`src/shunt_amp_pkg.sv`:
```
// constants for the shunt amplifier control register block
`default_nettype none
package shunt_amp_pkg;
    localparam int unsigned ADDR_W          = 5;
    localparam int unsigned DATA_W          = 8;
    localparam int unsigned CNT_W           = 16;
    localparam logic [4:0]  AMP_CTRL_ADDR   = 5'h0d;
    localparam logic [4:0]  DRIVE_HS_ADDR   = 5'h1e;
    localparam logic [4:0]  DRIVE_LS_ADDR   = 5'h1f;
    localparam logic [7:0]  AMP_CTRL_RESET  = 8'h01;
    localparam logic [7:0]  DRIVE_RESET     = 8'h00;
    // field positions inside the amplifier control register
    localparam int unsigned SH_EN_BIT       = 7;
    localparam int unsigned BLK_SEL_BIT     = 6;
    localparam int unsigned BLK_MSB         = 5;
    localparam int unsigned BLK_LSB         = 3;
    localparam int unsigned DIV_BIT         = 2;
    localparam int unsigned GAIN_MSB        = 1;
    localparam int unsigned GAIN_LSB        = 0;
    // drive register layout: source current high nibble, sink low nibble
    localparam int unsigned SRC_MSB         = 7;
    localparam int unsigned SRC_LSB         = 4;
    localparam int unsigned SNK_MSB         = 3;
    localparam int unsigned SNK_LSB         = 0;
    // blanking codes, length given in eighths of the gate drive time
    localparam logic [2:0]  BLK_OFF         = 3'h0;
    localparam logic [2:0]  BLK_RESERVED    = 3'h5;
    localparam int unsigned EIGHTHS_SHIFT   = 3;
    localparam int unsigned CLK_MHZ         = 250;
    localparam int unsigned GATE_DRIVE_NS   = 4000;
endpackage : shunt_amp_pkg
`default_nettype wire

```
`src/shunt_amp_control_register.sv`:
```
// amplifier control register with blanking timer and gate drive window check
`default_nettype none
module shunt_amp_control_register #(
    parameter int unsigned GATE_DRIVE_CYCLES =
        (shunt_amp_pkg::GATE_DRIVE_NS * shunt_amp_pkg::CLK_MHZ) / 1000
) (
    input  wire logic                              sys_clk,
    input  wire logic                              reset_n,
    input  wire logic [shunt_amp_pkg::ADDR_W-1:0]  reg_addr,
    input  wire logic                              reg_write,
    input  wire logic                              reg_read,
    input  wire logic [shunt_amp_pkg::DATA_W-1:0]  reg_wdata,
    output logic      [shunt_amp_pkg::DATA_W-1:0]  reg_rdata,
    output logic                                   reg_rvalid,
    input  wire logic                              hb1_switch,
    input  wire logic                              hb2_switch,
    input  wire logic                              gate_settled,
    output logic                                   sample_hold_enable,
    output logic                                   blanking_trigger_select,
    output logic      [2:0]                        blanking_duration,
    output logic                                   reference_divider_select,
    output logic      [1:0]                        amplifier_gain_code,
    output logic                                   amp_output_blank,
    output logic                                   gate_fault,
    output logic      [3:0]                        hs_source_current,
    output logic      [3:0]                        hs_sink_current,
    output logic      [3:0]                        ls_source_current,
    output logic      [3:0]                        ls_sink_current
);

    ////////////////////////////////////////////////////////////////////////////
    typedef struct packed {
        logic [7:0]  ctrl;
        logic [7:0]  drive_hs;
        logic [7:0]  drive_ls;
        logic [7:0]  rdata;
        logic        rvalid;
        logic        blank;
        logic [15:0] blank_cnt;
        logic        window;
        logic [15:0] drv_cnt;
        logic        fault;
    } state_s;

    localparam logic [15:0] DRV_CYC = 16'(GATE_DRIVE_CYCLES);

    state_s q;
    state_s d;

    // blanking length in eighths of the drive time
    function automatic logic [3:0] blank_eighths(input logic [2:0] code);
        case (code)
            3'h1:    blank_eighths = 4'h2;
            3'h2:    blank_eighths = 4'h3;
            3'h3:    blank_eighths = 4'h4;
            3'h4:    blank_eighths = 4'h5;
            3'h6:    blank_eighths = 4'h7;
            3'h7:    blank_eighths = 4'h8;
            default: blank_eighths = 4'h0; // off and reserved code alike
        endcase
    endfunction : blank_eighths

    logic        trigger;
    logic [19:0] blank_prod;
    logic [15:0] blank_len;

    ////////////////////////////////////////////////////////////////////////////
    always_comb begin
        d          = q;
        d.rvalid   = 1'b0;
        trigger    = q.ctrl[shunt_amp_pkg::BLK_SEL_BIT] ? hb2_switch : hb1_switch;
        blank_prod = 20'(DRV_CYC) *
                     20'(blank_eighths(q.ctrl[shunt_amp_pkg::BLK_MSB:shunt_amp_pkg::BLK_LSB]));
        blank_len  = blank_prod[shunt_amp_pkg::EIGHTHS_SHIFT +: 16];

        // register writes, full byte stored so the reserved code reads back
        if (reg_write) begin
            case (reg_addr)
                shunt_amp_pkg::AMP_CTRL_ADDR: d.ctrl     = reg_wdata;
                shunt_amp_pkg::DRIVE_HS_ADDR: d.drive_hs = reg_wdata;
                shunt_amp_pkg::DRIVE_LS_ADDR: d.drive_ls = reg_wdata;
                default: ;
            endcase
        end
        if (reg_read) begin
            d.rvalid = 1'b1;
            case (reg_addr)
                shunt_amp_pkg::AMP_CTRL_ADDR: d.rdata = q.ctrl;
                shunt_amp_pkg::DRIVE_HS_ADDR: d.rdata = q.drive_hs;
                shunt_amp_pkg::DRIVE_LS_ADDR: d.rdata = q.drive_ls;
                default:                      d.rdata = 8'h00;
            endcase
        end

        // blanking timer, restarted by each switching edge of the chosen bridge
        if (trigger && blank_len != 16'h0000) begin
            d.blank     = 1'b1;
            d.blank_cnt = blank_len - 16'h0001;
        end else if (q.blank_cnt != 16'h0000) begin
            d.blank_cnt = q.blank_cnt - 16'h0001;
        end else begin
            d.blank     = 1'b0;
        end

        // drive window: any switching edge opens it; late settle is a fault
        if (hb1_switch || hb2_switch) begin
            d.window  = 1'b1;
            d.drv_cnt = DRV_CYC;
            d.fault   = 1'b0;
        end else if (q.window) begin
            if (gate_settled) begin
                d.window = 1'b0;
            end else if (q.drv_cnt == 16'h0001) begin
                d.window = 1'b0;
                d.fault  = 1'b1;
            end else begin
                d.drv_cnt = q.drv_cnt - 16'h0001;
            end
        end
    end

    always_ff @(posedge sys_clk or negedge reset_n) begin
        if (!reset_n) begin
            q          <= '0;
            q.ctrl     <= shunt_amp_pkg::AMP_CTRL_RESET;
            q.drive_hs <= shunt_amp_pkg::DRIVE_RESET;
            q.drive_ls <= shunt_amp_pkg::DRIVE_RESET;
        end else begin
            q <= d;
        end
    end

    ////////////////////////////////////////////////////////////////////////////
    // fields leave straight from the register flops
    assign reg_rdata                = q.rdata;
    assign reg_rvalid               = q.rvalid;
    assign sample_hold_enable       = q.ctrl[shunt_amp_pkg::SH_EN_BIT];
    assign blanking_trigger_select  = q.ctrl[shunt_amp_pkg::BLK_SEL_BIT];
    assign blanking_duration        = q.ctrl[shunt_amp_pkg::BLK_MSB:shunt_amp_pkg::BLK_LSB];
    assign reference_divider_select = q.ctrl[shunt_amp_pkg::DIV_BIT];
    assign amplifier_gain_code      = q.ctrl[shunt_amp_pkg::GAIN_MSB:shunt_amp_pkg::GAIN_LSB];
    assign amp_output_blank         = q.blank;
    assign gate_fault               = q.fault;
    assign hs_source_current        = q.drive_hs[shunt_amp_pkg::SRC_MSB:shunt_amp_pkg::SRC_LSB];
    assign hs_sink_current          = q.drive_hs[shunt_amp_pkg::SNK_MSB:shunt_amp_pkg::SNK_LSB];
    assign ls_source_current        = q.drive_ls[shunt_amp_pkg::SRC_MSB:shunt_amp_pkg::SRC_LSB];
    assign ls_sink_current          = q.drive_ls[shunt_amp_pkg::SNK_MSB:shunt_amp_pkg::SNK_LSB];

endmodule : shunt_amp_control_register
`default_nettype wire

```
`config.mk`:
```
export PLATFORM = sky130hd
export DESIGN_NAME = shunt_amp_control_register
export DESIGN_NICKNAME = d
export VERILOG_FILES = /design/src/shunt_amp_pkg.sv /design/src/shunt_amp_control_register.sv
export SDC_FILE = /design/constraint.sdc
export NUM_CORES = 1
export LEC_CHECK = 0
export ABC_AREA = 1
export BUFFER_PORTS_ARGS = -buffer_cell sky130_fd_sc_hd__buf_2
export CORE_MARGIN = 2
export CORE_UTILIZATION = 59
export CTS_BUF_LIST = sky130_fd_sc_hd__clkbuf_16
export CTS_CLUSTER_DIAMETER = 80
export DETAILED_ROUTE_END_ITERATION = 7
export HOLD_SLACK_MARGIN = 0.05
export PLACE_DENSITY = 0.92
export SLEW_MARGIN = 15
export SYNTH_ARGS = -nofsm -noshare
export SYNTH_HDL_FRONTEND = slang
export SYNTH_SLANG_ARGS = --single-unit
```
`constraint.sdc`:
```
create_clock -name sys_clk -period 4.32 [get_ports sys_clk]
set_input_delay 0.864 -clock sys_clk [delete_from_list [all_inputs] [get_ports sys_clk]]
set_output_delay 0.864 -clock sys_clk [all_outputs]
set_load 0.02 [all_outputs]
```
Word level (Yosys, flattened, before mapping)
Index checks and enable logic that the tools add are counted.
{ "op_classes": {"addsub": 3, "mul": 1, "div_mod_pow": 0, "magnitude_cmp": 0, "n_eq_ne": 13, "n_shift": 0, "mux": 14, "bitwise_logic": 0, "n_reduce_logical": 12} }
{ "op_table": {"columns": ["op", "count"], "rows": [
  ["$mux 18", 2],
  ["$mux 17", 2],
  ["$mux 16", 2],
  ["$sub 16x1->16 const B", 2],
  ["$pmux 4 s6", 1],
  ["$pmux 8 s3", 1],
  ["$eq 16x1->1 const B", 1],
  ["$reduce_bool 16->1", 1],
  ["$sub 11x1->12 const B", 1],
  ["$mul 7x4->11 const A", 1],
  ["$reduce_bool 11->1", 1],
  ["$eq 5x5->1 const B", 2],
  ["$eq 3x3->1 const B", 3],
  ["$eq 3x2->1 const B", 2],
  ["$mux 1", 6],
  ["$reduce_and 2->1", 3],
  ["$reduce_and 3->1", 2],
  ["$reduce_bool 2->1", 3],
  ["$eq 5x4->1 const B", 1],
  ["$ne 2x2->1 const B", 2],
  ["$eq 3x1->1 const B", 1],
  ["$ne 2x1->1 const B", 1],
  ["$logic_and 1x1->1", 1],
  ["$logic_or 1x1->1", 1]
]} }
{ "totals": {"regBits": 68, "latchBits": 0, "ram_bits": 0, "romBits": 0, "out_inout_bits": 35, "elab_cells": 53, "mem_count": 0} }

Longest topological paths before layout
Gate-level depths: netlist of the first run.
{ "depth": {"ltp_word": 6, "mapped_depth": 22, "ltp_nobuf": 22} }

Least setup slack after synthesis of the first run
OpenSTA, ideal clock, no wires.
{ "synth_timing": {"path_kind": "register -> register", "from": "reg q, in the netlist blanking_duration[2]", "to": "reg q[24] (netlist name)", "setup_ps": 117, "arrival_time_ps": 3145, "setup_slack_ps": 1057, "path_stages_with_launch": 16, "path_buffers": 1, "cell_sequence": "dfrtp_1 > inv_1 > a21oi_1 > fa_1 > fa_1 > nand3_1 > nand3_1 > nand2_1 > nand3_4 > nor2_8 > nand3_4 > nand2_8 > buf_12 > o21ai_1 > o21ai_1 > inv_1"} }
{ "synth_between": {"elab_chain_cells": 6, "elab_cells_between_ends": 13} }
{ "synth_rtl": {"columns": ["element", "line", "text"], "rows": [
  ["start, declared", "shunt_amp_control_register.sv:47", "state_s q;"],
  ["$eq 3x3->1, or another cell as far along", "shunt_amp_control_register.sv:52", "case (code)"],
  ["$pmux 4 s6 (*)", "shunt_amp_control_register.sv:52", null],
  ["$mul 7x4->11 (*)", "shunt_amp_control_register.sv:72", "blank_prod = 20'(DRV_CYC) *"],
  ["branches (longest 3 deep; another with $sub 11x1->12)", null, null]
]} }
Every way passes the cells marked *.
A chain may end at the register's enable or synchronous reset.

Final worst setup path of the first run
{ "layout_timing": {"from": "reg q, in the netlist blanking_duration[2]", "to": "reg q[32] (netlist name)"} }
The elaborated chain is that of the path after synthesis.

==> run summary, run 1 <==
Status -> complete, no violations
Die Wd -> 91.6 um
Required @ worst endpoint -> 4.58 ns
Worst r2r dst -> q[32]
Setup bufs post-CTS -> 0
Pre-CTS setup slack -> 0.552 ns
Number of synthesis warnings -> 0
Final critical-path required period -> 3.85 ns
Setup slack after layout -> 0.474 ns
Fin Hold WS -> 0.491 ns
Ant diodes -> 0
Startpoint Class -> register
Hold Buf Count CTS -> 0
Total power per unit cell area -> 587 nW/um^2
Worst setup EP type -> register
Buf+Inv Stages, Crit Path -> 3
Reg clk slew, reported paths -> 0.06 ns
CTS H-tree lvls -> 3
IO buf count -> 54
CORE AREA -> 7330 sq um
Post-CTS Resized -> 0
# setup viols final -> 0
Post-Syn Area -> 4530 sq um
Worst slew pin tran -> 0.900 ns
CTS tree -> built
Nets@finish -> 631
Crit. path cell count -> 13
Initial Util -> 0.618
Setup crit start -> blanking_duration[2]
Drt total wl -> 10900 um
Vias in the first global route -> 4029
Hold/Removal Path Class -> register to register
Reg-to-Reg Start -> blanking_duration[2]
Most common flop cell mapped by yosys -> dfrtp_1
Row cnt -> 31
Hold Path Depth -> 2
EDFF count, synth -> 0
Max Fclk -> 0.260 GHz
RePlAce Congestion -> 0.915
Syn-to-layout area delta -> 10.4%
Reg2reg path depth -> 13
Final ANT Viol Nets -> 0
Yosys cell types -> 47
Sink Count -> 68
Mapped Avg Cell Area -> 8.09 sq um
DRC -> 0
Synth Instances -> 560
Pin count of the biggest net entering global routing -> 69
Initial antenna violation count -> 0
Total GRT Usage -> 0.275
Final period util -> 0.890
Maxcap violations -> 0
Slew HR -> 0.400
Later-pin clock latency in the skew report -> 0.33 ns
Top Ports -> 55
DR iter-0 viols -> 250
Flop-to-flop setup slack -> 0.47 ns
Final Max Slew Viols -> 0
GRT overflow -> 0
First-pass GRT wire length -> 18500 um
Synth Net Count -> 601
Critical Path End -> q[32]
Clk buf depth -> 2
CP max stage delay -> 0.73 ns
Max IR drop VDD -> 0.340 mV
Clock root cell -> clkbuf_16
RSZ-0062 raised after global routing -> no
Routed vias -> 3933
Total clock buffers created by CTS -> 9
Final Skew -> 0.00867 ns
Final hold violation count -> 0
Post-synth ARST share -> 1.00
Vias/cell -> 5.67
Die area -> 8390 sq um
Dpl hpwl -> 7670 um
Leak -> 0.00251 uW
Setup_tns -> 0 ns
Share of cells above drive strength 1 -> 0.225
Flops & latches, synth -> 68
Mean routed wirelength per cell -> 15.7 um
Crit-path slowest cell -> a21oi_1
Crit path max-delay family -> adder cells
Die H -> 91.6 um
CP Cell Sequence -> inv_1 -> a21oi_1 -> fa_1 -> fa_1 -> xor2_1 -> inv_1 -> nand4_1 -> nor2_2 -> nand3_4 -> nand2_8 -> inv_4 -> nand2_2 -> a21oi_2
# fillers -> 507
Sequential share of the synthesized area -> 0.376
CP Max Fanout -> 25
Critical path arrival -> 4.11 ns
Setup CP Type -> register to register
DRT Pass-1 Iters -> 5
Yosys cell counts (3+ instances only):
cell	n	share of area
o21ai_0	37	0.041
nor2_1	45	0.037
buf_4	29	0.048
fa_1	5	0.022
nor2_4	3	0.0075
nand2_1	126	0.10
a21oi_2	8	0.015
dfrtp_1	67	0.37
inv_1	57	0.047
o21ai_2	3	0.0058
nand3_2	3	0.0066
nand2_2	22	0.030
or2_1	3	0.0041
o21ai_1	5	0.0055
xnor2_1	5	0.0097
o211ai_1	6	0.0099
nor3_1	9	0.0099
nand4_1	10	0.014
clkbuf_1	4	0.0033
mux2_2	8	0.020
ha_1	16	0.044
inv_2	3	0.0025
a21oi_1	15	0.017
nor4_1	4	0.0055
o21a_1	3	0.0050
xor2_1	11	0.021
nand3_1	29	0.032
flip-flops by register name (all words and copies together) (netlist names), 2 cells and up:
signal	count
reg_rdata	8
blanking_duration	3
q	33
amplifier_gain_code	2
hs_source_current	4
ls_sink_current	4
hs_sink_current	4
ls_source_current	4
layout make-up:
type	count	area [sq um]	area share
Clock buffer	9	225	0.0450
Clock inverter	7	114	0.0228
Inverter	62	235	0.0470
Multi-Input combinational cell	394	2320	0.464
Sequential cell	68	1700	0.340
Tap cell	99	124	0.0248
Timing Repair Buffer	55	278	0.0555
cell usage in the layout (no fill, tap or decap), types with 4 or more instances in the layout:
cell       count
fa_1           5
nor4_1         4
nand3_1       29
clkbuf_16      9
nor3_1         9
o21ai_0       37
xnor2_1        5
xor2_1        11
a21oi_2        8
inv_1         58
nand2_1      126
mux2_2         8
o21ai_1        5
nand4_1       10
o211ai_1       6
dfrtp_1       67
nand2_2       22
a21oi_1       15
buf_2         54
ha_1          16
nor2_1        45
worst min-delay path: cells and delay by family (launching register included):
kind	cells	cell delay, ns
simple gates	2	0.11
flops	1	0.35
power by group:
group	switching [uW]	total, uW	internal (uW)
Clock	282	843	562
Sequential	122	874	752
Combinational	787	1220	433
Total	1190	2940	1750
per-layer routing:
layer	up-vias	routed length, um	GRT usage
met1	1877	4480	0.324
li1	1852	-	-
met4	0	265	0.120
met3	33	636	0.0633
met2	171	5540	0.479
met5	-	0	0
cells by family after synthesis:
| family | after synthesis | share of synthesized area |
|---|---|---|
| AO/OA/AOI/OAI | 79 | 0.102 |
| XOR/XNOR | 16 | 0.0309 |
| adder cells (fa/ha/maj) | 21 | 0.0663 |
| buffers and inverters | 98 | 0.111 |
| flip-flops | 68 | 0.376 |
| multiplexers | 8 | 0.0199 |
| AND/OR/NAND/NOR | 270 | 0.294 |
worst min path at each step:
stage                                 from               end  slack [ns]
after floorplan                       q[5]              q[5]        0.46
final                     amp_output_blank  amp_output_blank        0.49
after global routing      amp_output_blank  amp_output_blank        0.52
after global placement          gate_fault        gate_fault        0.47
after detailed placement              q[5]              q[5]        0.48
after CTS                             q[5]              q[5]        0.49
stage by stage:
stage / total power, uW / instance area, sq um / util / instances
floorplan: 1850 / 4530 / - / 560
global placement: 2010 / 4660 / 0.636 / 678
detailed placement: 2070 / 4660 / 0.636 / 678
CTS: 2930 / 5000 / 0.682 / 694
global route: 3110 / 5000 / 0.682 / 694
finish: 2940 / 5000 / 0.682 / 694
Power figures use the tool's default switching activity.
==> run 2, diff against run 1 <==
Settings changed: ABC_AREA 1 to default, BUFFER_PORTS_ARGS -buffer_cell sky130_fd_sc_hd__buf_2 to -buffer_cell sky130_fd_sc_hd__buf_4, CORE_UTILIZATION 59 to 58, PLACE_DENSITY 0.92 to 0.91.
==> run summary, run 2 <==
Status -> complete, no violations
Leak -> 0.00215 uW
Reg clk slew, reported paths -> 0.06 ns
RSZ-0062 raised after global routing -> no
Most frequent cells in the layout -> dfrtp_1 (65), buf_4 (56), nor2_1 (49)
DRT Pass-1 Iters -> 5
Xor-xnor portion of the synthesized cell area -> 0.0736
RePlAce Congestion -> 0.934
Routed vias -> 3205
Synth Instances -> 420
Most common cell after layout, fill and taps aside -> dfrtp_1
Yosys top cell by area -> dfrtp_1
Setup CP Type -> register to register
Final critical-path required period -> 4.10 ns
Clock root cell -> clkbuf_16
Largest register by flop count -> q
Mean routed wirelength per cell -> 17.3 um
Top Ports -> 55
Largest register FFs -> 33
Total clock buffers created by CTS -> 9
Drt total wl -> 9450 um
Yosys cell types -> 52
Hold Path Depth -> 1
HP Start -> amp_output_blank
Syn-to-layout area delta -> 14.7%
Row cnt -> 30
Hold EP -> amp_output_blank
Most common flop cell mapped by yosys -> dfrtp_1
Hold/Removal Path Class -> register to register
Sequential share of the synthesized area -> 0.409
Setup bufs post-CTS -> 0
Worst setup EP type -> register
Total GRT Usage -> 0.263
Ant diodes -> 0
Vias in the first global route -> 3343
EDFF count, synth -> 0
Maxcap violations -> 0
Post-Syn Area -> 4170 sq um
Final Skew -> 0.00721 ns
Initial Util -> 0.607
GRT overflow -> 0
Max IR drop VDD -> 0.353 mV
Setup_tns -> 0 ns
Clk buf depth -> 2
Mapped Avg Cell Area -> 9.92 sq um
Flop-to-flop setup slack -> 0.22 ns
Post-synth ARST share -> 1.00
Startpoint Class -> register
Post-Synth Adder-Cell Area -> 0.0721
Reg-to-Reg Start -> blanking_duration[0]
Synth Net Count -> 461
Pin count of the biggest net entering global routing -> 69
Max Fclk -> 0.244 GHz
DR iter-0 viols -> 174
Nets@finish -> 487
Slew HR -> 0.447
Largest family of logic cells by synthesized area -> simple AND/OR/NAND/NOR gates
Die H -> 88.8 um
Sink Count -> 68
Die Wd -> 88.8 um
Critical path arrival -> 4.32 ns
Complex-gate fraction of the synthesized area -> 0.101
Final Power -> 2840 uW
Required @ worst endpoint -> 4.53 ns
Reg2reg path depth -> 14
Top cells by count, synth -> dfrtp_1 (67), nor2_1 (49), nand2_1 (31)
Final Max Slew Viols -> 0
Worst r2r dst -> q[27]
Flops & latches, synth -> 68
Die area -> 7880 sq um
Share of cells above drive strength 1 -> 0.255
CTS tree -> built
Final ANT Viol Nets -> 0
Share of Yosys cell area claimed by the top area cell type -> 0.402
CORE AREA -> 6870 sq um
Initial antenna violation count -> 0
Post-Synth Simple-Gate Area -> 0.170
Most frequent cell after synthesis -> dfrtp_1
Dpl hpwl -> 6460 um
Mux share of post-synthesis cell area -> 0.0961
First-pass GRT wire length -> 15900 um
CTS H-tree lvls -> 3
Largest cells by area after synthesis -> dfrtp_1 (40%), mux2_2 (6.5%), buf_4 (5.4%)
IO buf count -> 54
Final period util -> 0.950
Total power per unit cell area -> 595 nW/um^2
Vias/cell -> 5.86
Number of synthesis warnings -> 0
Final hold violation count -> 0
Later-pin clock latency in the skew report -> 0.34 ns
CP Max Fanout -> 18
# setup viols final -> 0
Worst slew pin tran -> 0.827 ns
DRC -> 0
==> run 2: cell types whose count changed in the layout (fill, tap and decap cells not counted), sizes merged, moves of 5 or more <==
cell,previous run,this run
nand2,150,31
xnor2,5,22
o211ai,6,0
or3,0,5
inv,63,14
nand4,10,3
o21ai,45,11
mux2,8,24
nand3,34,9
mux2i,0,13
==> run 2: worst max-delay path, cell delays in order (launching register included) <==
cell and delay (ns):
dfrtp_2 0.50, and2_1 0.21, or2_2 0.31, ha_1 0.39, inv_1 0.09, fa_1 0.49, ha_1 0.39, or2_2 0.35
nand3_1 0.11, nand2_1 0.11, o32ai_4 0.39, a31oi_4 0.21, buf_6 0.21, a21oi_1 0.15, a21oi_1 0.06
==> run 2: metal layers <==
layer,GRT usage,vias up,wire length (um)
met5,0,-,0
met4,0.0964,0,221
met3,0.0700,27,619
met2,0.435,125,4720
met1,0.334,1574,3880
li1,-,1479,-
==> run 2: worst max-delay path by stage <==
| stage | from | slack (ns) | endpoint |
|---|---|---|---|
| final | blanking_duration[0] | 0.22 | q[27] |
| after global routing | blanking_duration[0] | 0.04 | q[27] |
| after CTS | blanking_duration[0] | 0.02 | q[26] |
| after detailed placement | blanking_duration[0] | 0.06 | q[19] |
| after global placement | blanking_duration[0] | 0.29 | q[28] |
| after floorplan | blanking_duration[2] | 0.38 | q[31] |
==> run 2: logic make-up after synthesis <==
kind of cell / count (synthesis)
AND/OR/NAND/NOR: 145
flip-flops: 68
AO/OA/AOI/OAI: 60
buffers and inverters: 54
multiplexers: 37
XOR/XNOR: 35
adder cells (fa/ha/maj): 21
==> run 2: power by group <==
| part | leakage [uW] | total [uW] | internal, uW | switching, uW |
|---|---|---|---|---|
| Clock | 0.000152 | 796 | 508 | 289 |
| Sequential | 0.000833 | 864 | 750 | 114 |
| Combinational | 0.00116 | 1180 | 521 | 661 |
==> run 2: stage by stage <==
step	instances	utilization	cell area, sq um	setup WS, ns	hold slack [ns]
2_1_floorplan	420	-	4170	0.382	0.490
3_3_place_gp	531	0.645	4430	0.290	0.496
3_5_place_dp	531	0.645	4430	0.0577	0.496
4_1_cts	547	0.692	4760	0.0153	0.510
5_1_grt	547	0.696	4780	0.0401	0.523
6_report	547	0.696	4780	0.215	0.516
==> run 2: cell type report <==
cell class,instances,area (sq um)
multi-input cells,298,2150
fillers,444,2090
flip-flops and latches,68,1710
repair buffers,57,432
clock buffers,9,225
well taps,96,120
clock inverters,7,97.6
inverters,12,45.0
==> run 2: timing repair <==
item	CTS	global route
gates resized for setup	0	6
endpoints found under the setup margin	0	16
hold buffers	0	0
